### config.mk
export PLATFORM = sky130hd
export DESIGN_NAME = pmc_power_mode_ctrl
export DESIGN_NICKNAME = d
export VERILOG_FILES = /design/src/pmc_pkg.sv /design/src/pmc_mcd_timer.sv /design/src/pmc_power_mode_ctrl.sv
export VERILOG_INCLUDE_DIRS = /design/src /design/src/src
export SDC_FILE = /design/constraint.sdc
export NUM_CORES = 1
export LEC_CHECK = 0
export BUFFER_PORTS_ARGS = -buffer_cell sky130_fd_sc_hd__buf_4
export CELL_PAD_IN_SITES_DETAIL_PLACEMENT = 1
export CELL_PAD_IN_SITES_GLOBAL_PLACEMENT = 1
export CORE_UTILIZATION = 40
export CTS_CLUSTER_DIAMETER = 200
export DETAILED_ROUTE_END_ITERATION = 6
export HOLD_SLACK_MARGIN = 0.02
export PLACE_DENSITY = 0.81
export SYNTH_ARGS = -nofsm -noshare
export SYNTH_HDL_FRONTEND = slang
export SYNTH_SLANG_ARGS = --single-unit
### constraint.sdc
create_clock -name clk_i -period 4.3 [get_ports clk_i]
set_input_delay 0.215 -clock clk_i [delete_from_list [all_inputs] [get_ports clk_i]]
set_output_delay 0.215 -clock clk_i [all_outputs]
set_load 0.01 [all_outputs]
### src/pmc_defs.svh
/*
  Constants for the power mode controller: register indices, field
  positions, reset values and timing counts.
  Assumes a 10 MHz system clock and an APB slave with 32-bit data.
*/
// Notes on behaviour
// - Idle select halts the CPU after the setting instruction; state is kept.
// - In idle, peripheral, timer, interrupt and serial clocks keep running.
// - An enabled interrupt ends idle, clears idle select and restarts the CPU.
// - After that interrupt returns, execution continues after the idle-setting instruction.
// - A reset during idle runs the reset sequence and starts at 0x0000.
// - An enabled watchdog keeps counting in idle; expiry resets the device.
// - Stop select halts oscillator, CPU and digital peripherals; external oscillator untouched.
// - In stop only the missing clock detector runs; analog enables unchanged.
// - Only a reset ends stop; then reset sequence and start at 0x0000.
// - Enabled missing clock detector resets after about 100 us in stop.
// - Suspend bit halts CPU and internal oscillator after the instruction; state kept.
// - In suspend digital peripherals stop but port match keeps working.
// - Suspend ends only on port match, enabled comparator low, or reset.
// - A non-reset wake from suspend resumes after the suspend-setting instruction.
// - A wake source set to interrupt is serviced right after waking.
// - A reset during suspend runs the reset sequence and starts at 0x0000.
// - Power control at index 0x87: bit1 stop, bit0 idle, bits 7:2 flags.
// - Stop and idle select bits always read as 0.
`ifndef PMC_DEFS_SVH
`define PMC_DEFS_SVH

// Register indices; byte address is four times the index
`define PMC_IDX_PWR_CTRL    12'h087
`define PMC_IDX_OSC_CTRL    12'h088
`define PMC_IDX_REF_CTRL    12'h089
`define PMC_IDX_CFG         12'h08a
`define PMC_IDX_WDT         12'h08b
`define PMC_IDX_STATUS      12'h08c

// Field positions
`define PMC_BIT_IDLE        0
`define PMC_BIT_STOP        1
`define PMC_BIT_SUSPEND     5
`define PMC_BIT_ZTC         3
`define PMC_BIT_WDT_EN      0
`define PMC_BIT_MCD_EN      1
`define PMC_BIT_CMP_WAKE    2
`define PMC_BIT_PM_IRQ      3
`define PMC_BIT_CMP_IRQ     4

// Reset values
`define PMC_RST_FLAGS       6'h00
`define PMC_RST_CFG         5'h00
`define PMC_RESET_VECTOR    16'h0000

// Timing
`define PMC_CLK_PERIOD_NS   100
`define PMC_MCD_TIMEOUT_NS  100000
`define PMC_MCD_CYCLES      (`PMC_MCD_TIMEOUT_NS / `PMC_CLK_PERIOD_NS)
`define PMC_WDT_DIV         12
`define PMC_WDT_TICKS       65535
`define PMC_RST_HOLD        4

`endif

### src/pmc_pkg.sv
/*
  Types shared by the power mode controller files.
  Assumes the constants header is included by each user.
*/
package pmc_pkg;

  typedef enum logic [2:0]
  {
    PMC_RESET    = 3'b000,
    PMC_RUN      = 3'b001,
    PMC_ARM_IDLE = 3'b010,
    PMC_ARM_STOP = 3'b011,
    PMC_ARM_SUSP = 3'b100,
    PMC_IDLE     = 3'b101,
    PMC_STOP     = 3'b110,
    PMC_SUSP     = 3'b111
  } pmc_mode_type;

  typedef enum logic [1:0]
  {
    PMC_CAUSE_POR = 2'b00,
    PMC_CAUSE_PIN = 2'b01,
    PMC_CAUSE_WDT = 2'b10,
    PMC_CAUSE_MCD = 2'b11
  } pmc_cause_type;

endpackage

### src/pmc_mcd_timer.sv
/*
  Missing clock detector timeout for the power mode controller.
  Counts while the system clock is held in stop; assumes clear_i is a
  same-domain level from the parent.
*/
`timescale 1ns/1ps
`include "pmc_defs.svh"

module pmc_mcd_timer
(
  // Clock and reset
  input  wire logic clk_i,
  input  wire logic nrst_i,
  // Control
  input  wire logic clear_i,
  input  wire logic run_i,
  // Expiry
  output logic      expire_o
);

  localparam logic [9:0] MCD_LAST = 10'((`PMC_MCD_CYCLES) - 1);

  logic [9:0] cnt_ff;
  logic       expire_ff;

  // Timeout counter; restarts whenever the detector is idle
  always_ff @(posedge clk_i)
  begin
    if (!nrst_i || clear_i || !run_i)
      cnt_ff <= 10'h000;
    else if (cnt_ff != MCD_LAST)
      cnt_ff <= cnt_ff + 10'h001;
  end

  // One pulse when the timeout is reached
  always_ff @(posedge clk_i)
  begin
    if (!nrst_i || clear_i)
      expire_ff <= 1'b0;
    else
      expire_ff <= run_i && (cnt_ff == MCD_LAST - 10'h001);
  end

  assign expire_o = expire_ff;

endmodule

### src/pmc_power_mode_ctrl.sv
/*
  Power mode controller: idle, stop and suspend entry at an instruction
  boundary, wake handling, watchdog, and reset sequencing to the reset
  vector, with its registers on APB.
  Assumes the CPU pulses insn_done_i as each instruction completes and
  that irq_pending_i comes from an interrupt controller on clk_i.
*/
`timescale 1ns/1ps
`include "pmc_defs.svh"

module pmc_power_mode_ctrl
#(
  parameter int WDT_TICKS = `PMC_WDT_TICKS
)
(
  // Clock and reset
  input  wire logic        clk_i,
  input  wire logic        nrst_i,
  // APB slave
  input  wire logic [11:0] paddr_i,
  input  wire logic        psel_i,
  input  wire logic        penable_i,
  input  wire logic        pwrite_i,
  input  wire logic [31:0] pwdata_i,
  input  wire logic [3:0]  pstrb_i,
  output logic [31:0]      prdata_o,
  output logic             pready_o,
  output logic             pslverr_o,
  // CPU side
  input  wire logic        insn_done_i,
  input  wire logic        irq_pending_i,
  output logic             cpu_clk_en_o,
  output logic             cpu_rst_o,
  output logic [15:0]      reset_vector_o,
  output logic             resume_o,
  output logic             wake_irq_o,
  // Pins
  input  wire logic        ext_rst_n_i,
  input  wire logic        port_match_i,
  input  wire logic        cmp_low_i,
  // Clock and enable controls
  output logic             periph_clk_en_o,
  output logic             int_osc_en_o,
  output logic             port_match_en_o,
  output logic             ztc_en_o
);

  localparam logic [15:0] WDT_LAST = 16'(WDT_TICKS - 1);
  localparam logic [3:0]  DIV_LAST = 4'(`PMC_WDT_DIV - 1);
  localparam logic [2:0]  HOLD_LAST = 3'(`PMC_RST_HOLD - 1);

  // Byte address of a register index
  function automatic logic [11:0] reg_addr(input logic [11:0] idx);
    reg_addr = {idx[9:0], 2'b00};
  endfunction

  pmc_pkg::pmc_mode_type  state_ff;
  pmc_pkg::pmc_mode_type  nxt_state;
  pmc_pkg::pmc_cause_type cause_ff;
  logic [5:0]  flags_ff;
  logic        ztc_ff;
  logic [4:0]  cfg_ff;
  logic [15:0] wdt_cnt_ff;
  logic [3:0]  div_ff;
  logic [2:0]  hold_ff;
  logic [31:0] prdata_ff;
  logic        resume_ff;
  logic        wake_irq_ff;
  logic [1:0]  ext_rst_sync_ff;
  logic [1:0]  pm_sync_ff;
  logic [1:0]  cmp_sync_ff;
  logic        wdt_exp;
  logic        mcd_exp;
  logic        ext_rst;
  logic        rst_evt;
  logic        clear;
  logic        wr_en;
  logic        setup;
  logic        mapped;
  logic        wdt_run;
  logic        pm_wake;
  logic        cmp_wake;
  logic [31:0] rd_val;

  // Pin synchronisers; only the second stage is read
  always_ff @(posedge clk_i)
  begin
    if (!nrst_i)
    begin
      ext_rst_sync_ff <= 2'h3;
      pm_sync_ff      <= 2'h0;
      cmp_sync_ff     <= 2'h0;
    end
    else
    begin
      ext_rst_sync_ff <= {ext_rst_sync_ff[0], ext_rst_n_i};
      pm_sync_ff      <= {pm_sync_ff[0], port_match_i};
      cmp_sync_ff     <= {cmp_sync_ff[0], cmp_low_i};
    end
  end

  // Any device reset source; each restarts from the reset vector
  assign ext_rst = !ext_rst_sync_ff[1];
  assign rst_evt = ext_rst || wdt_exp || mcd_exp;
  assign clear   = !nrst_i || rst_evt;

  // APB decode; zero wait states, unmapped addresses answer with an error
  assign setup  = psel_i && !penable_i;
  assign wr_en  = psel_i && penable_i && pwrite_i && pstrb_i[0];
  assign mapped = (paddr_i == reg_addr(`PMC_IDX_PWR_CTRL)) || (paddr_i == reg_addr(`PMC_IDX_OSC_CTRL)) ||
                  (paddr_i == reg_addr(`PMC_IDX_REF_CTRL)) || (paddr_i == reg_addr(`PMC_IDX_CFG)) ||
                  (paddr_i == reg_addr(`PMC_IDX_WDT))      || (paddr_i == reg_addr(`PMC_IDX_STATUS));
  assign pready_o  = 1'b1;
  assign pslverr_o = psel_i && penable_i && !mapped;

  // Read mux; idle and stop select bits are write-triggered so they never read back
  always_comb
  begin
    rd_val = 32'h0000_0000;
    if (paddr_i == reg_addr(`PMC_IDX_PWR_CTRL))
      rd_val = {24'h00_0000, flags_ff, 2'b00};
    else if (paddr_i == reg_addr(`PMC_IDX_OSC_CTRL))
      rd_val = {26'h000_0000, (state_ff == pmc_pkg::PMC_ARM_SUSP), 5'h00};
    else if (paddr_i == reg_addr(`PMC_IDX_REF_CTRL))
      rd_val = {28'h000_0000, ztc_ff, 3'h0};
    else if (paddr_i == reg_addr(`PMC_IDX_CFG))
      rd_val = {27'h000_0000, cfg_ff};
    else if (paddr_i == reg_addr(`PMC_IDX_WDT))
      rd_val = {16'h0000, wdt_cnt_ff};
    else if (paddr_i == reg_addr(`PMC_IDX_STATUS))
      rd_val = {26'h000_0000, cause_ff, 1'b0, state_ff};
  end

  // Read data captured in the setup cycle so it comes from a flop
  always_ff @(posedge clk_i)
  begin
    if (!nrst_i)
      prdata_ff <= 32'h0000_0000;
    else if (setup && !pwrite_i)
      prdata_ff <= rd_val;
  end

  assign prdata_o = prdata_ff;

  // General purpose flags
  always_ff @(posedge clk_i)
  begin
    if (clear)
      flags_ff <= `PMC_RST_FLAGS;
    else if (wr_en && paddr_i == reg_addr(`PMC_IDX_PWR_CTRL))
      flags_ff <= pwdata_i[7:2];
  end

  // Voltage reference tempco enable; firmware must set it before suspend
  always_ff @(posedge clk_i)
  begin
    if (clear)
      ztc_ff <= 1'b0;
    else if (wr_en && paddr_i == reg_addr(`PMC_IDX_REF_CTRL))
      ztc_ff <= pwdata_i[`PMC_BIT_ZTC];
  end

  // Wake and reset source configuration
  always_ff @(posedge clk_i)
  begin
    if (clear)
      cfg_ff <= `PMC_RST_CFG;
    else if (wr_en && paddr_i == reg_addr(`PMC_IDX_CFG))
      cfg_ff <= pwdata_i[4:0];
  end

  // Watchdog runs in run and idle, never in stop or suspend
  assign wdt_run = cfg_ff[`PMC_BIT_WDT_EN] &&
                   (state_ff != pmc_pkg::PMC_STOP) && (state_ff != pmc_pkg::PMC_SUSP) &&
                   (state_ff != pmc_pkg::PMC_RESET);

  // Divide-by-12 tick for the watchdog
  always_ff @(posedge clk_i)
  begin
    if (clear || !wdt_run)
      div_ff <= 4'h0;
    else if (div_ff == DIV_LAST)
      div_ff <= 4'h0;
    else
      div_ff <= div_ff + 4'h1;
  end

  // Watchdog count; any write to its register with pstrb_i[0] set reloads it
  always_ff @(posedge clk_i)
  begin
    if (clear)
      wdt_cnt_ff <= 16'h0000;
    else if (wr_en && paddr_i == reg_addr(`PMC_IDX_WDT))
      wdt_cnt_ff <= 16'h0000;
    else if (wdt_run && div_ff == DIV_LAST && wdt_cnt_ff != WDT_LAST)
      wdt_cnt_ff <= wdt_cnt_ff + 16'h0001;
  end

  assign wdt_exp = wdt_run && (div_ff == DIV_LAST) && (wdt_cnt_ff == WDT_LAST);

  // Missing clock detector watches the stopped system clock
  pmc_mcd_timer u_mcd
  (
    .clk_i    (clk_i),
    .nrst_i   (nrst_i),
    .clear_i  (rst_evt),
    .run_i    (cfg_ff[`PMC_BIT_MCD_EN] && state_ff == pmc_pkg::PMC_STOP),
    .expire_o (mcd_exp)
  );

  // Suspend wake sources
  assign pm_wake  = pm_sync_ff[1];
  assign cmp_wake = cfg_ff[`PMC_BIT_CMP_WAKE] && cmp_sync_ff[1];

  // Mode sequencing
  always_comb
  begin
    nxt_state = state_ff;
    case (state_ff)
      pmc_pkg::PMC_RESET:
        if (hold_ff == HOLD_LAST)
          nxt_state = pmc_pkg::PMC_RUN;
      pmc_pkg::PMC_RUN:
        // Stop wins if both select bits are written together
        if (wr_en && paddr_i == reg_addr(`PMC_IDX_PWR_CTRL) && pwdata_i[`PMC_BIT_STOP])
          nxt_state = pmc_pkg::PMC_ARM_STOP;
        else if (wr_en && paddr_i == reg_addr(`PMC_IDX_PWR_CTRL) && pwdata_i[`PMC_BIT_IDLE])
          nxt_state = pmc_pkg::PMC_ARM_IDLE;
        else if (wr_en && paddr_i == reg_addr(`PMC_IDX_OSC_CTRL) && pwdata_i[`PMC_BIT_SUSPEND])
          nxt_state = pmc_pkg::PMC_ARM_SUSP;
      pmc_pkg::PMC_ARM_IDLE:
        if (insn_done_i)
          nxt_state = pmc_pkg::PMC_IDLE;
      pmc_pkg::PMC_ARM_STOP:
        if (insn_done_i)
          nxt_state = pmc_pkg::PMC_STOP;
      pmc_pkg::PMC_ARM_SUSP:
        if (insn_done_i)
          nxt_state = pmc_pkg::PMC_SUSP;
      pmc_pkg::PMC_IDLE:
        if (irq_pending_i)
          nxt_state = pmc_pkg::PMC_RUN;
      pmc_pkg::PMC_STOP:
        nxt_state = pmc_pkg::PMC_STOP;
      pmc_pkg::PMC_SUSP:
        if (pm_wake || cmp_wake)
          nxt_state = pmc_pkg::PMC_RUN;
      default:
        nxt_state = pmc_pkg::PMC_RESET;
    endcase
  end

  // Any reset, from any mode, restarts the reset sequence
  always_ff @(posedge clk_i)
  begin
    if (clear)
      state_ff <= pmc_pkg::PMC_RESET;
    else
      state_ff <= nxt_state;
  end

  // Reset hold counter; an external reset held low keeps it at zero
  always_ff @(posedge clk_i)
  begin
    if (clear || state_ff != pmc_pkg::PMC_RESET)
      hold_ff <= 3'h0;
    else if (hold_ff != HOLD_LAST)
      hold_ff <= hold_ff + 3'h1;
  end

  // Cause of the last reset; survives the internal resets it records
  always_ff @(posedge clk_i)
  begin
    if (!nrst_i)
      cause_ff <= pmc_pkg::PMC_CAUSE_POR;
    else if (ext_rst)
      cause_ff <= pmc_pkg::PMC_CAUSE_PIN;
    else if (wdt_exp)
      cause_ff <= pmc_pkg::PMC_CAUSE_WDT;
    else if (mcd_exp)
      cause_ff <= pmc_pkg::PMC_CAUSE_MCD;
  end

  // Resume and wake interrupt pulses; the CPU keeps its program counter
  always_ff @(posedge clk_i)
  begin
    if (clear)
    begin
      resume_ff   <= 1'b0;
      wake_irq_ff <= 1'b0;
    end
    else
    begin
      resume_ff   <= (state_ff == pmc_pkg::PMC_IDLE && irq_pending_i) ||
                     (state_ff == pmc_pkg::PMC_SUSP && (pm_wake || cmp_wake));
      wake_irq_ff <= state_ff == pmc_pkg::PMC_SUSP &&
                     ((pm_wake && cfg_ff[`PMC_BIT_PM_IRQ]) ||
                      (cmp_wake && cfg_ff[`PMC_BIT_CMP_IRQ]));
    end
  end

  // Clock gates decoded from the mode; registers and memory are never cleared here
  assign cpu_clk_en_o    = (state_ff == pmc_pkg::PMC_RUN) || (state_ff == pmc_pkg::PMC_ARM_IDLE) ||
                           (state_ff == pmc_pkg::PMC_ARM_STOP) || (state_ff == pmc_pkg::PMC_ARM_SUSP);
  assign periph_clk_en_o = cpu_clk_en_o || (state_ff == pmc_pkg::PMC_IDLE);
  assign int_osc_en_o    = (state_ff != pmc_pkg::PMC_STOP) && (state_ff != pmc_pkg::PMC_SUSP);
  assign port_match_en_o = state_ff != pmc_pkg::PMC_STOP;
  assign cpu_rst_o       = state_ff == pmc_pkg::PMC_RESET;
  assign reset_vector_o  = `PMC_RESET_VECTOR;
  assign resume_o        = resume_ff;
  assign wake_irq_o      = wake_irq_ff;
  assign ztc_en_o        = ztc_ff;

endmodule

# Yosys cells after proc, flatten, opt, wreduce, memory -nomap -nowiden
# Cells that the tools add are included.
[word_totals]
ramBits = 0
mem_count = 0
romBits = 0
word_cells = 131
latch_bits = 0
register_bits = 91
in_bits = 58
[classes]
shift = 0
mux = 19
bitwise = 0
n_eq_ne = 30
n_lt_le_gt_ge = 0
mul = 0
n_reduce_logical = 61
n_addsub = 4
div_mod_pow = 0
[op_table]
columns = ["op", "count"]
rows = [
  ["$mux W16", 5],
  ["$eq A12 B10 Y1 const B", 6],
  ["$logic_and A1 B1 Y1", 29],
  ["$mux W3", 9],
  ["$pmux W3 S8", 1],
  ["$logic_or A1 B1 Y1", 18],
  ["$add A16 B1 Y16 const B", 1],
  ["$eq A16 B16 Y1 const B", 1],
  ["$ne A16 B16 Y1 const B", 1],
  ["$eq A3 B3 Y1 const B", 4],
  ["$add A10 B1 Y10 const B", 1],
  ["$eq A10 B10 Y1 const B", 1],
  ["$ne A10 B10 Y1 const B", 1],
  ["$ne A2 B2 Y1 const B", 5],
  ["$eq A3 B2 Y1 const B", 3],
  ["$logic_not A1 Y1", 7],
  ["$reduce_and A7 Y1", 1],
  ["$mux W6", 1],
  ["$ne A3 B3 Y1 const B", 2],
  ["$add A4 B1 Y4 const B", 1],
  ["$eq A4 B4 Y1 const B", 1],
  ["$mux W2", 2],
  ["$ne A4 B4 Y1 const B", 1],
  ["$reduce_or A2 Y1", 2],
  ["other kinds (10)", 10],
]

# Logic depth before layout (Yosys ltp)
[logic_depth]
word_depth = 11
depth_mapped = 9
depth_no_buf = 8

# By module
# A second synthesis with hierarchy kept.
[hier_totals]
hier_cells = 438
hier_area_um2 = 3781.1
[modules_own_cells]
columns = ["mod", "n_inst", "seq_area_each_um2", "area_per_inst_um2", "cells_per_inst"]
rows = [
  ["pmc_power_mode_ctrl", 1, 1281.2, 3241.9, 377],
  ["pmc_mcd_timer", 1, 220.2, 539.3, 61],
]

# Worst setup path before layout
# Ideal clock, no wire load.
[synth_timing]
kind = "flip-flop to flip-flop"
from = "reg div_ff[0]"
to = "reg wdt_cnt_ff[10]"
path_stages_with_launch = 9
arrival_ps = 1933
n_path_buf = 1
synth_period_minus_slack_ps = 2047
slack_ps = 2253
setup_time_ps = 115
cell_sequence = "dfxtp_1 > ha_1 > and3b_1 > nand4_1 > or4b_2 > clkbuf_1 > nor2_1 > xnor2_1 > nor2_1"
[synth_between]
elab_chain_len = 7
word_cells_on_any_way = 8
[synth_rtl]
columns = ["element", "line_no", "rtl"]
rows = [
  ["start: declaration", "pmc_power_mode_ctrl.sv:64", "logic [3:0] div_ff;"],
  ["start signal: assignment", "pmc_power_mode_ctrl.sv:185", "div_ff <= div_ff + 4'h1;"],
  ["$eq A4 B4 Y1 (*)", "pmc_power_mode_ctrl.sv:195, pmc_power_mode_ctrl.sv:199", ""],
  ["$logic_and A1 B1 Y1 (*)", "pmc_power_mode_ctrl.sv:195, pmc_power_mode_ctrl.sv:199", ""],
  ["$logic_and A1 B1 Y1", "pmc_power_mode_ctrl.sv:199", "assign wdt_exp = wdt_run && (div_ff == DIV_LAST) && (wdt_cnt_ff == WDT_LAST);"],
  ["$logic_or A1 B1 Y1 (2 in a row)", "pmc_power_mode_ctrl.sv:104", "assign rst_evt = ext_rst || wdt_exp || mcd_exp;"],
  ["$logic_or A1 B1 Y1", "pmc_power_mode_ctrl.sv:105", "assign clear = !nrst_i || rst_evt;"],
  ["$reduce_or A2 Y1 (no line)", "-", ""],
  ["end signal: assignment", "pmc_power_mode_ctrl.sv:196", "wdt_cnt_ff <= wdt_cnt_ff + 16'h0001;"],
  ["end: declaration", "pmc_power_mode_ctrl.sv:63", "logic [15:0] wdt_cnt_ff;"],
]
# Every way passes the cells marked *; elsewhere a longest branch is shown, timed or not.
# A chain may end at the register's enable or synchronous reset.

# Final worst setup path
[layout_timing]
from = "reg state_ff[0]"
to = "reg wdt_cnt_ff[15]"
[layout_between]
elab_chain_len = 10
word_cells_on_any_way = 13
[layout_rtl]
columns = ["element", "line_no", "rtl"]
rows = [
  ["start: declaration", "pmc_power_mode_ctrl.sv:57", "pmc_pkg::pmc_mode_type state_ff;"],
  ["start signal: assignment", "pmc_power_mode_ctrl.sv:257", "state_ff <= pmc_pkg::PMC_RESET;"],
  ["start signal: assignment", "pmc_power_mode_ctrl.sv:259", "state_ff <= nxt_state;"],
  ["$ne A3 B3 Y1", "pmc_power_mode_ctrl.sv:174", "(state_ff != pmc_pkg::PMC_STOP) && (state_ff != pmc_pkg::PMC_SUSP) &&"],
  ["$logic_and A1 B1 Y1 (2 in a row)", "pmc_power_mode_ctrl.sv:173", "assign wdt_run = cfg_ff[`PMC_BIT_WDT_EN] &&"],
  ["$logic_and A1 B1 Y1 (*)", "pmc_power_mode_ctrl.sv:173", ""],
  ["$logic_and A1 B1 Y1 (*)", "pmc_power_mode_ctrl.sv:195, pmc_power_mode_ctrl.sv:199", ""],
  ["$logic_and A1 B1 Y1", "pmc_power_mode_ctrl.sv:199", ""],
  ["$logic_or A1 B1 Y1 (2 in a row)", "pmc_power_mode_ctrl.sv:104", ""],
  ["$logic_or A1 B1 Y1", "pmc_power_mode_ctrl.sv:105", ""],
  ["$reduce_or A2 Y1 (no line)", "-", ""],
]
# Marks and branches as above.

==> metrics.md <==
| Metric | Value |
|---|---|
| Outcome | `finished clean` |
| Clk pwr share | `0.432` |
| DRT antenna net count | `0` |
| Yosys reg bits | `75` |
| Placed Cells | `588` |
| Seq/Total Area, Yosys | `0.400` |
| Simple-gate share of the synthesized area | `0.265` |
| PortBufs | `55` |
| FFs w/ async S/R, synth | `0` |
| Crit path largest cell delay | `0.79 ns` |
| DR vias/cell | `5.25` |
| Area contributors post-synth | `dfxtp_1, nor2_1, buf_4, mux2i_1, nand2_1` |
| Post-CTS setup buffer count | `0` |
| CP Depth | `6` |
| Combinational power share | `0.132` |
| Sequential power share | `0.436` |
| Global placement routability congestion | `0.821` |
| Largest family of logic cells by synthesized area | `simple AND/OR/NAND/NOR gates` |
| Total GRT Usage | `0.200` |
| Crit-path max FO | `12` |
| Setup Viol. Count Final | `0` |
| Reg2reg setup slack | `1.86 ns` |
| Crit path from | `state_ff[0]$_SDFFE_PP0P_` |
| Critical path class | `flop to flop` |
| CTS resizes | `0` |
| Top-area cell type share of the netlist area | `0.400` |
| Layout Skew | `0.0141 ns` |
| Gate Count Post-Synth | `444` |
| Cell area after synthesis | `3750 sq um` |
| Post-Layout Cell Count | `604` |
| Most frequent cells after synthesis | `nor2_1, dfxtp_1, nand2_1, buf_4, nand3_1` |
| WL final | `9.44 mm` |
| Most frequent CP cell | `nand4_1` |
| TritonCTS clock tree | `yes` |
| Relative slew margins | `0.211` |
| P_leak | `1.67 nW` |
| Pwr Total | `0.00171 W` |
| Slowest CP cell | `nor4_1` |
| H-tree Lvls | `3` |
| Diode count | `0` |
| Largest net degree at the start of global routing | `26` |
| DRT Pass-1 Iters | `4` |
| CP Capture Point | `wdt_cnt_ff[15]$_SDFFE_PP0P_` |
| Die area | `9780 sq um` |
| Synth Area in Adders | `0.0233` |
| Min Tclk post-route | `2.44 ns` |
| Die height | `98.9 um` |
| Ys flop type | `dfxtp_1` |
| Fin Hold WS | `0.0488 ns` |
| Setup TNS | `0 ns` |
| Die Wd | `98.9 um` |
| Nets@finish | `556` |
| Buffers and inverters on the worst path | `0` |
| Reg-to-Reg Start | `state_ff[0]$_SDFFE_PP0P_` |
| WL per Instance | `15.6 um` |
| Sequence of cells on the critical path | `or3_1 > nand4_1 > nor4_1 > nand4_1 > xor2_1 > nor2_1` |
| Max cap viols | `0` |
| Initial Util | `0.422` |
| FF-to-FF End | `wdt_cnt_ff[15]$_SDFFE_PP0P_` |
| Crit path DAT | `2.64 ns` |
| HP Class | `primary input to flop` |
| Xor and xnor area share after synthesis | `0.0607` |
| Total grt overflow | `0` |
| R2R depth | `6` |
| Cell variety after synth | `52` |
| First-pass GRT wire length | `15.4 mm` |
| Count of final hold-check violations | `0` |
| Cell with the most instances after synthesis | `nor2_1` |
| RSZ-0062 raised after global routing | `no` |
| F_max | `410 MHz` |
| Avg Cell Area, Syn | `8.45 sq um` |
| Later-pin clock latency in the skew report | `0.36 ns` |
| Clock buffer depth | `2` |
| Worst-Margin Slew | `1.18 ns` |
| Complex-gate fraction of the synthesized area | `0.104` |
| PwrDens | `391 nW/um^2` |
| P_sw | `0.000417 W` |
| Post-synth EDFFs | `0` |
| Synth area leader | `dfxtp_1` |
| Cts hold-fix bufs | `0` |
| Post-DP HPWL | `7.24 mm` |
| Worst path top cell family by delay | `simple AND/OR/NAND/NOR gates` |
| Residual DRC | `0` |
| Multiplexer share of the synthesized area | `0.0457` |
| Peak supply drop | `0.000320 V` |
| Crit. End Element | `flop` |
| Clock Sinks | `75` |
| Final Util | `0.491` |
| Final period utilization | `0.568` |
| Final Max Tran Viols | `0` |
| Ports | `116` |
| Vias | `3,168` |
| Number of global-route vias before repair | `3,154` |
| Clock Root Buffer | `clkbuf_8` |
| Reg clk slew, reported paths | `0.08 ns` |
| Initial DRC count | `106` |
| Switching Share | `0.244` |
| Share of layout cells above drive strength 1 | `0.165` |
| P&R area growth vs syn | `16.2%` |
| Core Rows | `34` |
| Int Power | `0.00129 W` |
| Initial antenna violation count | `0` |
| Worst EP required | `4.50 ns` |
| Synth Warn # | `0` |
| CP Launch Type | `flop` |
| Inserted Clock Buffers | `9` |
| Core area | `8890 sq um` |
-- power by group through the flow --
stage | combinational (W) | sequential, W | clock [W]
floorplan | 0.000172 | 0.000742 | 0
global placement | 0.000213 | 0.000756 | 0
CTS | 0.000225 | 0.000742 | 0.000752
detailed placement | 0.000224 | 0.000758 | 0
global route | 0.000250 | 0.000747 | 0.000783
finish | 0.000225 | 0.000744 | 0.000737
-- flip-flops by register name (all words and copies together) (netlist names), 2 cells and up --
register and flops:
u_mcd.cnt_ff 10, cmp_sync_ff 2, state_ff 3, ext_rst_sync_ff 2, prdata_o 16, flags_ff 6, wdt_cnt_ff 16, cfg_ff 5
div_ff 4, cause_ff 2, pm_sync_ff 2, hold_ff 3
-- cells in the final DEF, fill, tap and decap left out, drive strengths merged, types with 11 or more instances in the layout --
cell type	Yosys	layout
nor2	78	78
dfxtp	75	75
buf	41	55
nand2	41	41
conb	2	33
nand3	21	21
mux2i	16	16
nand4	14	14
xor2	14	14
a21oi	13	13
xnor2	12	12
o21ai	12	12
clkbuf	9	12
inv	11	11
-- cell type report --
cell class,instances,area (sq um)
fill,1088,4530
multi-input combinational,339,2000
sequential,75,1500
timing repair buffer,55,413
clock buffer,12,155
tap,108,135
clock inverter,4,120
inverter,11,41.3
-- cell families (layout without fill, tap and decap cells) --
group / after synthesis / in the layout
buffers and inverters: 61 / 82
and+or+nand+nor: 198 / 198
other: 2 / 33
DFF: 75 / 75
xor gates and xnor gates: 26 / 26
muxes: 17 / 17
adders and majority gates: 7 / 7
AOI/OAI and AO/OA: 58 / 58
-- how the worst min path moves through the flow --
stage	startpoint	endpoint	slack, ns	cells after the start
after global placement	ext_rst_sync_ff[0]$_SDFF_PN1_	ext_rst_sync_ff[1]$_SDFF_PN1_	0.39	1
after CTS	ext_rst_n_i	ext_rst_sync_ff[0]$_SDFF_PN1_	0.04	2
after global routing	ext_rst_n_i	ext_rst_sync_ff[0]$_SDFF_PN1_	0.05	2
final	ext_rst_n_i	ext_rst_sync_ff[0]$_SDFF_PN1_	0.05	2
after floorplan	nrst_i	ext_rst_sync_ff[0]$_SDFF_PN1_	0.29	1
after detailed placement	ext_rst_sync_ff[0]$_SDFF_PN1_	ext_rst_sync_ff[1]$_SDFF_PN1_	0.39	1
-- metrics by stage --
step | cell area (sq um) | setup slack (ns)
after floorplan | 3870 | 2.25
after global placement | 4090 | 1.82
after detailed placement | 4090 | 1.74
after CTS | 4360 | 1.81
after global routing | 4360 | 1.61
final | 4360 | 1.86
-- routing by layer --
metal | vias up | track usage | routed length [um]
met4 | 0 | 0.0505 | 93
met3 | 8 | 0.0518 | 562
met1 | 1514 | 0.250 | 4300
met5 | - | 0 | 0
li1 | 1552 | - | -
met2 | 94 | 0.342 | 4490
-- worst register-to-register path: stages (launching register included) --
cell and delay (ns):
dfxtp_1 0.58, or3_1 0.23, nand4_1 0.24, nor4_1 0.79, nand4_1 0.23, xor2_1 0.18
nor2_1 0.05
No activity file was read; power rests on OpenSTA's default activity.
